<file path="config.mk">
export PLATFORM = sky130hd
export DESIGN_NAME = rps_sequencer
export DESIGN_NICKNAME = d
export VERILOG_FILES = /design/src/hw/rps_pkg.sv /design/src/hw/rps_sequencer.sv
export SDC_FILE = /design/constraint.sdc
export NUM_CORES = 1
export LEC_CHECK = 0
export ABC_AREA = 1
export BUFFER_PORTS_ARGS = -buffer_cell sky130_fd_sc_hd__buf_2
export CORE_MARGIN = 2
export CORE_UTILIZATION = 53
export DETAILED_ROUTE_END_ITERATION = 10
export PLACE_DENSITY = 0.82
export SLEW_MARGIN = 20
export SYNTH_ARGS = -nofsm -noshare
export SYNTH_HDL_FRONTEND = slang
export SYNTH_SLANG_ARGS = --single-unit
</file>
<file path="constraint.sdc">
create_clock -name clock_in -period 1.9 [get_ports clock_in]
set_input_delay 0.095 -clock clock_in [delete_from_list [all_inputs] [get_ports clock_in]]
set_output_delay 0.095 -clock clock_in [all_outputs]
set_load 0.005 [all_outputs]
</file>
<file path="src/hw/rps_pkg.sv">
// Constants shared by the pin and watchdog reset sequencer.
// Assumes a single 25 MHz clock domain with an APB register slave.
package rps_pkg;
  // ----------------------------------------------------------------
  // Register offsets
  // ----------------------------------------------------------------
  localparam logic [7:0] REG_CAUSE_OFF  = 8'h00;
  localparam logic [7:0] REG_DEBUG_OFF  = 8'h04;
  localparam logic [7:0] REG_CTRL_OFF   = 8'h08;
  localparam logic [7:0] REG_STATUS_OFF = 8'h0C;
  localparam logic [7:0] REG_IRQ_ST_OFF = 8'h10;
  localparam logic [7:0] REG_IRQ_EN_OFF = 8'h14;
  localparam logic [7:0] REG_IRQ_CL_OFF = 8'h18;
  localparam logic [7:0] REG_RAM_OFF    = 8'h1C;
  // ----------------------------------------------------------------
  // Field positions and reset values
  // ----------------------------------------------------------------
  localparam int          CAUSE_WDT_BIT   = 4;
  localparam logic [7:0]  CAUSE_PIN_VAL   = 8'h00;
  localparam logic [7:0]  DEBUG_PIN_VAL   = 8'h01;
  localparam int          DEBUG_SEL_BIT   = 0;
  localparam int          CTRL_WDT_RST_BIT = 0;
  localparam int          IRQ_PIN_BIT     = 0;
  localparam int          IRQ_WDT_BIT     = 1;
  localparam int          IRQ_RUN_BIT     = 2;
  localparam int          IRQ_DEBUG_BIT   = 3;
  localparam int          IRQ_WIDTH       = 4;
  localparam logic [31:0] WDT_CLEAR_VAL   = 32'h0000_0000;
  // ----------------------------------------------------------------
  // Timing
  // ----------------------------------------------------------------
  localparam int CLK_FREQ_HZ      = 25_000_000;
  localparam int STAB_EXP         = 16;
  localparam int STAB_CYCLES      = 2 ** STAB_EXP;
  localparam int WDT_HOLD_NS      = 2000;
  localparam int WDT_HOLD_CYCLES  = (WDT_HOLD_NS * (CLK_FREQ_HZ / 1_000_000) + 999) / 1000;
  localparam int CPU_DIV          = 8;
  localparam int PERIPH_DIV_MAX   = 1024;
  // ----------------------------------------------------------------
  // Sequencer states
  // ----------------------------------------------------------------
  typedef enum logic [1:0] {
    ST_RESET,
    ST_STABILIZE,
    ST_RUN
  } rps_state_type;
endpackage : rps_pkg

</file>
<file path="src/hw/rps_sequencer.sv">
// Pin and watchdog reset sequencer with APB register slave.
// Assumes the reset pin and debug reset input are asynchronous to clock_in,
// and that the watchdog request arrives on clock_in.
//
// How it works
// Low reset pin holds whole system reset.
// Pin rising edge releases pin reset.
// Enabled watchdog overflow forces full system reset.
// Watchdog reset lasts fixed time, self-releases.
// Main oscillator stopped in reset, restarts after.
// Divided peripheral clocks wait for stabilization.
// System and CPU clock restart at one eighth.
// CPU runs only after stabilization interval.
// Watchdog counter cleared in reset, restarts after.
// RAM contents kept across these resets.
// Port pins high impedance until software configures.
// Pin reset loads debug control with 01H.
// Watchdog reset keeps debug control register.
// Debug input high before bit clear enters debug.
// Other peripherals startable only after stabilization.
// Pin reset clears cause flags to zero.
// Watchdog reset sets cause bit four only.
// Stabilization counter starts at release, gates enables.
//
// Our own choices: the APB register port and the placing of the registers.
`timescale 1ns/1ns
module rps_sequencer #(
  parameter int STAB_COUNT = rps_pkg::STAB_CYCLES,
  parameter int HOLD_COUNT = rps_pkg::WDT_HOLD_CYCLES
) (
  input  wire  logic        clock_in,
  input  wire  logic        rst_in,
  input  wire  logic        reset_pin_n_in,
  input  wire  logic        watchdog_reset_request_in,
  input  wire  logic        debug_reset_input_in,
  input  wire  logic        cpu_ram_access_in,
  input  wire  logic        psel_in,
  input  wire  logic        penable_in,
  input  wire  logic        pwrite_in,
  input  wire  logic [7:0]  paddr_in,
  input  wire  logic [31:0] pwdata_in,
  output logic [31:0]       prdata_out,
  output logic              pready_out,
  output logic              pslverr_out,
  output logic              system_reset_out,
  output logic              main_osc_enable_out,
  output logic              periph_clock_enable_out,
  output logic              cpu_clock_enable_out,
  output logic              cpu_clock_div8_out,
  output logic              cpu_run_out,
  output logic              periph_start_enable_out,
  output logic              watchdog_clear_out,
  output logic              port_output_enable_out,
  output logic              ram_hold_out,
  output logic              debug_mode_out,
  output logic              irq_out
);
  import rps_pkg::*;

  // ----------------------------------------------------------------
  // Pin synchronisers
  // ----------------------------------------------------------------
  logic [2:0]    pin_sync_r;
  logic [2:0]    dbg_sync_r;
  logic          pin_level_r;
  logic          dbg_level_r;

  always_ff @(posedge clock_in) begin
    if (rst_in) begin
      pin_sync_r <= 3'h0;
      dbg_sync_r <= 3'h0;
    end else begin
      pin_sync_r <= {pin_sync_r[1:0], reset_pin_n_in};
      dbg_sync_r <= {dbg_sync_r[1:0], debug_reset_input_in};
    end
  end

  // A change counts once the second and third stages agree.
  always_ff @(posedge clock_in) begin
    if (rst_in) begin
      pin_level_r <= 1'b0;
      dbg_level_r <= 1'b0;
    end else begin
      if (pin_sync_r[1] == pin_sync_r[2]) begin
        pin_level_r <= pin_sync_r[2];
      end
      if (dbg_sync_r[1] == dbg_sync_r[2]) begin
        dbg_level_r <= dbg_sync_r[2];
      end
    end
  end

  // ----------------------------------------------------------------
  // Register state
  // ----------------------------------------------------------------
  logic [7:0]           cause_r;
  logic [7:0]           debug_ctrl_r;
  logic                 wdt_reset_mode_r;
  logic                 port_cfg_r;
  logic [IRQ_WIDTH-1:0] irq_status_r;
  logic [IRQ_WIDTH-1:0] irq_enable_r;
  logic                 ram_invalid_r;

  logic                 wr_en;
  logic                 rd_en;
  assign wr_en = psel_in && penable_in && pwrite_in;
  assign rd_en = psel_in && penable_in && !pwrite_in;

  function automatic logic addr_hit(input logic [7:0] a, input logic [7:0] off);
    addr_hit = (a == off);
  endfunction

  // ----------------------------------------------------------------
  // Sequencer
  // ----------------------------------------------------------------
  rps_state_type state_r;
  logic [31:0]   stab_cnt_r;
  logic [31:0]   hold_cnt_r;
  logic          wdt_active_r;
  logic          wdt_trigger;
  logic          pin_low;

  assign pin_low     = !pin_level_r;
  assign wdt_trigger = watchdog_reset_request_in && wdt_reset_mode_r
                       && state_r != ST_RESET;

  always_ff @(posedge clock_in) begin
    if (rst_in) begin
      state_r      <= ST_RESET;
      stab_cnt_r   <= 32'h0000_0000;
      hold_cnt_r   <= 32'h0000_0000;
      wdt_active_r <= 1'b0;
    end else if (pin_low) begin
      state_r      <= ST_RESET;
      stab_cnt_r   <= 32'h0000_0000;
      wdt_active_r <= 1'b0;
    end else if (wdt_trigger) begin
      state_r      <= ST_RESET;
      hold_cnt_r   <= 32'h0000_0000;
      wdt_active_r <= 1'b1;
    end else begin
      case (state_r)
        ST_RESET: begin
          if (!wdt_active_r) begin
            state_r    <= ST_STABILIZE;
            stab_cnt_r <= 32'h0000_0000;
          end else if (hold_cnt_r == 32'(HOLD_COUNT - 1)) begin
            state_r      <= ST_STABILIZE;
            stab_cnt_r   <= 32'h0000_0000;
            wdt_active_r <= 1'b0;
          end else begin
            hold_cnt_r <= hold_cnt_r + 32'h0000_0001;
          end
        end
        ST_STABILIZE: begin
          if (stab_cnt_r == 32'(STAB_COUNT - 1)) begin
            state_r <= ST_RUN;
          end else begin
            stab_cnt_r <= stab_cnt_r + 32'h0000_0001;
          end
        end
        ST_RUN: begin
          state_r <= ST_RUN;
        end
        default: begin
          state_r <= ST_RESET;
        end
      endcase
    end
  end

  // ----------------------------------------------------------------
  // Clock, CPU and port outputs
  // ----------------------------------------------------------------
  logic in_reset_nxt;
  logic run_nxt;
  assign in_reset_nxt = pin_low || wdt_trigger || (state_r == ST_RESET &&
                        !(wdt_active_r ? hold_cnt_r == 32'(HOLD_COUNT - 1) : 1'b1));
  assign run_nxt = !pin_low && !wdt_trigger &&
                   (state_r == ST_RUN ||
                    (state_r == ST_STABILIZE && stab_cnt_r == 32'(STAB_COUNT - 1)));

  always_ff @(posedge clock_in) begin
    if (rst_in) begin
      system_reset_out        <= 1'b1;
      main_osc_enable_out     <= 1'b0;
      periph_clock_enable_out <= 1'b0;
      cpu_clock_enable_out    <= 1'b0;
      cpu_clock_div8_out      <= 1'b1;
      cpu_run_out             <= 1'b0;
      periph_start_enable_out <= 1'b0;
      watchdog_clear_out      <= 1'b1;
    end else begin
      system_reset_out        <= in_reset_nxt;
      main_osc_enable_out     <= !in_reset_nxt;
      periph_clock_enable_out <= run_nxt;
      cpu_clock_enable_out    <= run_nxt;
      cpu_run_out             <= run_nxt;
      periph_start_enable_out <= run_nxt;
      watchdog_clear_out      <= in_reset_nxt;
      if (in_reset_nxt) begin
        cpu_clock_div8_out <= 1'b1;
      end else begin
        cpu_clock_div8_out <= cpu_clock_div8_out;
      end
    end
  end

  // Ports stay released until software sets the port configure bit.
  always_ff @(posedge clock_in) begin
    if (rst_in) begin
      port_cfg_r             <= 1'b0;
      port_output_enable_out <= 1'b0;
    end else if (in_reset_nxt) begin
      port_cfg_r             <= 1'b0;
      port_output_enable_out <= 1'b0;
    end else begin
      if (wr_en && addr_hit(paddr_in, REG_CTRL_OFF)) begin
        port_cfg_r <= pwdata_in[1];
      end
      port_output_enable_out <= port_cfg_r && run_nxt;
    end
  end

  // RAM is kept; a CPU access that collides with reset entry marks it damaged.
  always_ff @(posedge clock_in) begin
    if (rst_in) begin
      ram_invalid_r <= 1'b1;
      ram_hold_out  <= 1'b0;
    end else begin
      ram_hold_out <= in_reset_nxt;
      if ((pin_low || wdt_trigger) && !system_reset_out && cpu_ram_access_in) begin
        ram_invalid_r <= 1'b1;
      end else if (wr_en && addr_hit(paddr_in, REG_RAM_OFF) && pwdata_in[0]) begin
        ram_invalid_r <= 1'b0;
      end
    end
  end

  // ----------------------------------------------------------------
  // Cause flags, debug control and watchdog mode
  // ----------------------------------------------------------------
  always_ff @(posedge clock_in) begin
    if (rst_in) begin
      cause_r <= CAUSE_PIN_VAL;
    end else if (pin_low) begin
      cause_r <= CAUSE_PIN_VAL;
    end else if (wdt_trigger) begin
      cause_r[CAUSE_WDT_BIT] <= 1'b1;
    end else if (wr_en && addr_hit(paddr_in, REG_CAUSE_OFF)) begin
      cause_r <= pwdata_in[7:0] & cause_r;
    end
  end

  always_ff @(posedge clock_in) begin
    if (rst_in || pin_low) begin
      debug_ctrl_r <= DEBUG_PIN_VAL;
    end else if (wr_en && addr_hit(paddr_in, REG_DEBUG_OFF)) begin
      debug_ctrl_r <= pwdata_in[7:0];
    end
  end

  always_ff @(posedge clock_in) begin
    if (rst_in || in_reset_nxt) begin
      wdt_reset_mode_r <= 1'b1;
      debug_mode_out   <= 1'b0;
    end else begin
      if (wr_en && addr_hit(paddr_in, REG_CTRL_OFF)) begin
        wdt_reset_mode_r <= pwdata_in[CTRL_WDT_RST_BIT];
      end
      if (dbg_level_r && debug_ctrl_r[DEBUG_SEL_BIT]) begin
        debug_mode_out <= 1'b1;
      end
    end
  end

  // ----------------------------------------------------------------
  // Interrupts
  // ----------------------------------------------------------------
  logic [IRQ_WIDTH-1:0] irq_set;
  always_comb begin
    irq_set                = '0;
    irq_set[IRQ_PIN_BIT]   = pin_low && !system_reset_out;
    irq_set[IRQ_WDT_BIT]   = wdt_trigger;
    irq_set[IRQ_RUN_BIT]   = run_nxt && !cpu_run_out;
    irq_set[IRQ_DEBUG_BIT] = dbg_level_r && debug_ctrl_r[DEBUG_SEL_BIT] && !debug_mode_out;
  end

  always_ff @(posedge clock_in) begin
    if (rst_in) begin
      irq_status_r <= '0;
      irq_enable_r <= '0;
      irq_out      <= 1'b0;
    end else begin
      if (wr_en && addr_hit(paddr_in, REG_IRQ_CL_OFF)) begin
        irq_status_r <= (irq_status_r & ~pwdata_in[IRQ_WIDTH-1:0]) | irq_set;
      end else begin
        irq_status_r <= irq_status_r | irq_set;
      end
      if (wr_en && addr_hit(paddr_in, REG_IRQ_EN_OFF)) begin
        irq_enable_r <= pwdata_in[IRQ_WIDTH-1:0];
      end
      irq_out <= |(irq_status_r & irq_enable_r);
    end
  end

  // ----------------------------------------------------------------
  // APB read path
  // ----------------------------------------------------------------
  logic [31:0] rd_data;
  logic        rd_err;
  always_comb begin
    rd_data = 32'h0000_0000;
    rd_err  = 1'b0;
    case (paddr_in)
      REG_CAUSE_OFF:  rd_data = {24'h00_0000, cause_r};
      REG_DEBUG_OFF:  rd_data = {24'h00_0000, debug_ctrl_r};
      REG_CTRL_OFF:   rd_data = {30'h0000_0000, port_cfg_r, wdt_reset_mode_r};
      REG_STATUS_OFF: rd_data = {28'h000_0000, debug_mode_out, cpu_run_out,
                                 system_reset_out, pin_level_r};
      REG_IRQ_ST_OFF: rd_data = {28'h000_0000, irq_status_r};
      REG_IRQ_EN_OFF: rd_data = {28'h000_0000, irq_enable_r};
      REG_IRQ_CL_OFF: rd_data = 32'h0000_0000;
      REG_RAM_OFF:    rd_data = {31'h0000_0000, ram_invalid_r};
      default:        rd_err  = 1'b1;
    endcase
  end

  always_ff @(posedge clock_in) begin
    if (rst_in) begin
      prdata_out  <= 32'h0000_0000;
      pready_out  <= 1'b0;
      pslverr_out <= 1'b0;
    end else begin
      pready_out  <= psel_in && !penable_in;
      pslverr_out <= psel_in && !penable_in && rd_err;
      if (psel_in && !penable_in && !pwrite_in) begin
        prdata_out <= rd_data;
      end else if (rd_en) begin
        prdata_out <= prdata_out;
      end else begin
        prdata_out <= 32'h0000_0000;
      end
    end
  end

endmodule // rps_sequencer

</file>
==> Word level (Yosys, flattened, before mapping) <==
Index checks and enable logic that the tools add are counted.
{ "word_totals": {"register_bits": 143, "input_bits": 49, "out_inout_bits": 46} }
{ "classes": {"n_addsub": 2, "eq_ne": 18, "mux": 24, "n_bitwise": 8, "n_reduce_logical": 57} }
{ "ops": {"columns": ["op", "count"], "rows": [
  ["32-bit 2-to-1 mux", 9],
  ["32-bit by 1-bit adder with 32-bit output (second input constant)", 2],
  ["32-bit case mux with 2 select lines", 1],
  ["8-bit case mux with 7 select lines", 1],
  ["32-bit by 16-bit == test with 1-bit output (second input constant)", 1],
  ["32-bit by 6-bit == test with 1-bit output (second input constant)", 1],
  ["8-bit by 5-bit == test with 1-bit output (second input constant)", 4],
  ["1-bit logical AND", 26],
  ["8-bit by 4-bit == test with 1-bit output (second input constant)", 2],
  ["2-bit nonzero test", 5],
  ["1-bit zero test", 9],
  ["4-bit bitwise AND", 2],
  ["8-bit bitwise AND", 1],
  ["8-bit by 3-bit == test with 1-bit output (second input constant)", 1],
  ["8-bit zero test", 1],
  ["4-bit OR", 2],
  ["4-bit AND reduction", 2],
  ["8-bit OR reduction", 1],
  ["1-bit 2-to-1 mux", 7],
  ["2-bit 2-to-1 mux", 3],
  ["2-bit inequality test (second input constant)", 3],
  ["2-bit case mux with 3 select lines", 1],
  ["2-bit OR reduction", 3],
  ["1-bit logical OR", 5],
  ["13 further kinds", 16]
]} }

==> Depth between registers and ports, before layout <==
{ "depth": {"word_depth": 8, "ltp_mapped": 12, "mapped_depth_nobuf": 11} }

==> Worst setup path before layout <==
Ideal clock, no wire load.
{ "synth_timing": {"path_type": "register to register", "start": "reg state_r[0]", "end": "reg hold_cnt_r[24]", "setup_ns": 0.110, "t_arrival_ns": 1.749, "required_ns": 1.790, "slack_ns": 0.041, "path_stages_with_launch": 12, "path_buffers": 2, "period_less_slack_ns": 1.859, "cell_sequence": "dfxtp_1 > inv_1 > ha_1 > buf_2 > nor2_4 > inv_2 > a21oi_4 > a21boi_2 > buf_2 > nand3_1 > nand2_1 > nor2_1"} }
{ "synth_via": {"elab_chain_len": 4, "word_cells_on_any_way": 8} }
{ "synth_lines": {"columns": ["item", "line_no", "rtl"], "rows": [
  ["start: declaration", "rps_sequencer.sv:116", "rps_state_type state_r;"],
  ["start signal: assignment", "rps_sequencer.sv:129", "state_r <= ST_RESET;"],
  ["start signal: assignment", "rps_sequencer.sv:134", "state_r <= ST_RESET;"],
  ["start signal: assignment", "rps_sequencer.sv:138", "state_r <= ST_RESET;"],
  ["2-bit nonzero test", "rps_sequencer.sv:125", "&& state_r != ST_RESET;"],
  ["1-bit logical AND", "rps_sequencer.sv:125", null],
  ["2-bit inequality test (no source line) or 2-bit nonzero test (tied branches)", null, null],
  ["4-bit AND reduction (no source line)", null, null],
  ["end signal: assignment", "rps_sequencer.sv:152", "hold_cnt_r <= hold_cnt_r + 32'h0000_0001;"],
  ["end: declaration", "rps_sequencer.sv:118", "logic [31:0] hold_cnt_r;"]
]} }
Parallel ways exist; a longest one is shown, timed or not.
A chain may end at the register's enable or synchronous reset.

==> Final worst setup path <==
{ "layout_timing": {"start": "reg hold_cnt_r[1]", "end": "reg hold_cnt_r[22]"} }
{ "layout_via": {"elab_chain_len": 5, "word_cells_on_any_way": 8} }
{ "layout_lines": {"columns": ["item", "line_no", "rtl"], "rows": [
  ["32-bit by 1-bit adder with 32-bit output", "rps_sequencer.sv:152", null],
  ["32-bit 2-to-1 mux", "rps_sequencer.sv:147", "end else if (hold_cnt_r == 32'(HOLD_COUNT - 1)) begin"],
  ["32-bit 2-to-1 mux", "rps_sequencer.sv:144", "if (!wdt_active_r) begin"],
  ["32-bit 2-to-1 mux", "rps_sequencer.sv:142", "case (state_r)"],
  ["32-bit 2-to-1 mux", "rps_sequencer.sv:137", "end else if (wdt_trigger) begin"]
]} }
Parallel ways exist; a longest one is shown, timed or not. The select of a mux whose other input is x is not followed.

==> summary.md <==
| Metric | Value |
|---|---|
| First-pass GRT wire length | 31700 um |
| Overall routing resource usage | 27.0% |
| Hold endpoint | cause_r[0]$_SDFFE_PP0P_ |
| Initial antenna violation count | 0 |
| Logic pwr share | 2.6% |
| Final WS setup | 0.0748 ns |
| Worst slew margin | 61.7% |
| Leak pwr | 3.55 nW |
| Largest net degree at the start of global routing | 29 |
| Max FO, Critical Path | 4 |
| DR DRC count | 0 |
| Final Cycle Share | 96.1% |
| Dpl cell area | 7530 um^2 |
| Syn avg cell area | 6.17 um^2 |
| Final hold vios | 0 |
| Seq cells post-synth | 119 |
| Final setup viols | 0 |
| CTS buffer count | 17 |
| Routed wire per std cell | 13.4 um |
| # nets final | 1280 |
| Setup TNS | 0 ns |
| Critical path class | reg2reg |
| Cell taking the most area after synthesis | dfxtp_1 |
| Area of the die | 14100 um^2 |
| Final core utilization | 65.8% |
| Status | finished, final reports clean |
| Worst hold-check path type | in2reg |
| Slew @ Worst Pin | 0.572 ns |
| R2R setup slack | 0.07 ns |
| Ant diodes | 0 |
| Switching Share | 23.1% |
| Max-slew violation count | 0 |
| Worst VDD drop | 0.691 mV |
| Drt first pass iters | 7 |
| Crit. End Element | flip-flop |
| Gate Count Post-Synth | 1134 |
| Int Pwr | 4.65 mW |
| Largest cells by area after synthesis | dfxtp_1 34%, nand2_1 17%, nor2_1 9.1% |
| Power share of the sequential group | 41.5% |
| Reg-to-Reg End | hold_cnt_r[22]$_SDFFE_PP0P_ |
| Synth Warn # | 0 |
| Final instance area | 8400 um^2 |
| Placement Setup Slack | -0.0459 ns |
| Wirelength, routed | 18900 um |
| Core area | 12800 um^2 |
| CP arrival | 2.18 ns |
| Startpoint Class | flip-flop |
| Die width | 119 um |
| Netlist cell types | 38 |
| Clock power share | 56.0% |
| Synthesis-to-layout area growth | 20.0% |
| Clock Skew | 0.0105 ns |
| CTS root buf | clkbuf_16 |
| Via Count | 7479 |
| Antenna Nets Post-Route | 0 |
| Vias/cell | 5.30 |
| Hold Path Depth | 3 |
| Layout fillers | 1065 |
| PD cells | 719 nW/um^2 |
| Hold Slack | 0.0113 ns |
| Most used routing layer | met2 |
| Pwr Total | 6.04 mW |
| Post-DP HPWL | 12700 um |
| CTS clk-pin slew, worst paths | 0.06 ns |
| Clock tree buffer depth | 2 |
| GR Layer Usage met2 | 44.5% |
| Global routing usage on met1 | 34.8% |
| Max Clk Rate | 548 MHz |
| Minimum clock period | 1.83 ns |
| Switching pwr | 1.40 mW |
| Sequential fraction of the synthesis area | 34.0% |
| Synthesized cell area | 7000 um^2 |
| Vias in the first global route | 6953 |
| Num rows | 41 |
| GP Congestion | 0.911 |
| Die height | 119 um |
| Yosys top cell area share | 34.0% |
| Share of cells above drive strength 1 | 14.5% |
| Hold Crit Start | pwdata_in[0] |
| Grt ovf | 0 |
| Reg2Reg Launch Point | hold_cnt_r[1]$_SDFFE_PP0P_ |
| Cells after DPL | 1365 |
| Final non-filler cell total | 1410 |
| Starting Density | 54.8% |
| Worst Path Required | 2.25 ns |
| DRT iter0 DRCs | 779 |
| Clk_lat worst skew | 0.42 ns |
| PortBufs | 45 |
| Worst r2r path cells | 8 |
| Num ports | 95 |
| H-tree levels | 4 |
| CTS tree | yes |
| Met3 usage | 5.65% |
| Max-Cap Viols | 0 |
| Clk sink count | 119 |
-- critical path: stages (launching register included) --
cell and delay, ns:
dfxtp_1 0.39, ha_1 0.19, nand2_1 0.10, nor2_4 0.17, nand2_1 0.09, nor3_1 0.27
nand3_1 0.12, or2_2 0.31, a21oi_1 0.11
-- cell families (layout without fill, tap and decap cells) --
family / count (synthesis) / count (layout) / share of synthesized area, %
AOI/OAI and AO/OA: 131 / 131 / 10.5
xor gates and xnor gates: 5 / 5 / 0.625
adders and majority gates: 6 / 6 / 1.07
buffers and inverters: 216 / 297 / 13.8
DFF: 119 / 119 / 34.0
other: 2 / 25 / 0.107
and+or+nand+nor: 655 / 655 / 39.9
-- placed cells by master, fill, tap and decap left out, types with 3 or more instances in the layout --
cell and count:
nor2_2 14, inv_1 152, clkbuf_16 17, ha_1 4, bufinv_16 3, nand3_1 80, o21bai_1 4, o211ai_1 11
nor2_4 10, conb_1 25, a21oi_1 69, nor2_1 160, dfxtp_2 3, o21ai_0 36, buf_6 4, xor2_1 5
buf_4 48, inv_6 4, buf_2 45, nand2_4 3, nand2_2 3, nand3b_1 5, clkinvlp_4 3, nand2_1 322
dlygate4sd3_1 9, nor3_1 12, clkinv_4 4, nand4_1 36, a21oi_2 3, dfxtp_1 116
-- power groups by stage --
stage | logic, mW | registers, mW | clock network, mW
after global routing | 0.172 | 2.51 | 3.51
after global placement | 0.132 | 2.56 | 0
after CTS | 0.149 | 2.51 | 3.38
final | 0.156 | 2.51 | 3.38
after detailed placement | 0.134 | 2.56 | 0
after floorplan | 0.112 | 2.56 | 0
-- cells in the mapped netlist --
cell type / instances
buf_1: 3
nand3_2: 1
o21ai_2: 1
a21oi_1: 69
dfxtp_1: 119
nand2_1: 325
nand2_2: 3
a211oi_1: 1
nor2_2: 8
conb_1: 2
nand3_4: 1
o21ai_0: 38
o211ai_1: 11
a21boi_2: 1
nor2_1: 170
clkinv_1: 3
ha_1: 6
nand4_1: 36
nor3_1: 12
buf_2: 8
buf_4: 30
inv_1: 152
buf_6: 4
and2_1: 2
a21oi_4: 1
o221ai_1: 1
nor2_4: 6
or2_2: 1
nor3b_1: 1
clkbuf_1: 14
a21oi_2: 3
nor4_1: 2
nand3b_1: 5
o21bai_1: 4
xor2_1: 5
a41oi_1: 1
inv_2: 2
nand3_1: 82
-- worst max-delay path by stage --
stage	start	endpoint	slack [ns]
final	hold_cnt_r[1]$_SDFFE_PP0P_	hold_cnt_r[22]$_SDFFE_PP0P_	0.07
after global routing	hold_cnt_r[1]$_SDFFE_PP0P_	hold_cnt_r[28]$_SDFFE_PP0P_	-0.04
after CTS	hold_cnt_r[0]$_SDFFE_PP0P_	stab_cnt_r[22]$_SDFFE_PP0P_	0.006
after detailed placement	hold_cnt_r[0]$_SDFFE_PP0P_	stab_cnt_r[23]$_SDFFE_PP0P_	-0.05
after global placement	hold_cnt_r[0]$_SDFFE_PP0P_	stab_cnt_r[18]$_SDFFE_PP0P_	0.08
after floorplan	state_r[0]$_SDFFE_PP0P_	hold_cnt_r[24]$_SDFFE_PP0P_	0.04
-- sequential cells by signal, summed over array words and instances, names as in the netlist, 2 cells and up --
register and count:
irq_status_r 4, state_r 2, debug_ctrl_r 8, dbg_sync_r 3
irq_enable_r 4, stab_cnt_r 32, cause_r 8, prdata_out 8
pin_sync_r 3, hold_cnt_r 32
-- per-layer routing --
| metal | routed length (um) | part of all wire [%] | vias up |
|---|---|---|---|
| li1 | - | - | 3711 |
| met1 | 8270 | 44 | 3411 |
| met2 | 8900 | 47 | 306 |
| met3 | 1280 | 6.8 | 51 |
| met4 | 417 | 2.2 | 0 |
| met5 | 0 | 0 | - |
-- repair_timing --
action,CTS,global route
endpoints found under the hold margin,16,0
cloned,0,0
hold buffers,9,0
resized for setup,2,38
pin swaps,0,5
setup endpoints to repair,12,61
setup buffers,0,4
-- final cells by class --
cell class	count	area (um^2)	area share, %
multi-input combinational	822	3840	45.7
sequential	119	2390	28.4
timing repair buffer	108	751	8.94
inverter	157	593	7.06
clock buffer	17	425	5.06
tap	172	215	2.56
clock inverter	15	191	2.28
Power figures use the tool's default switching activity.
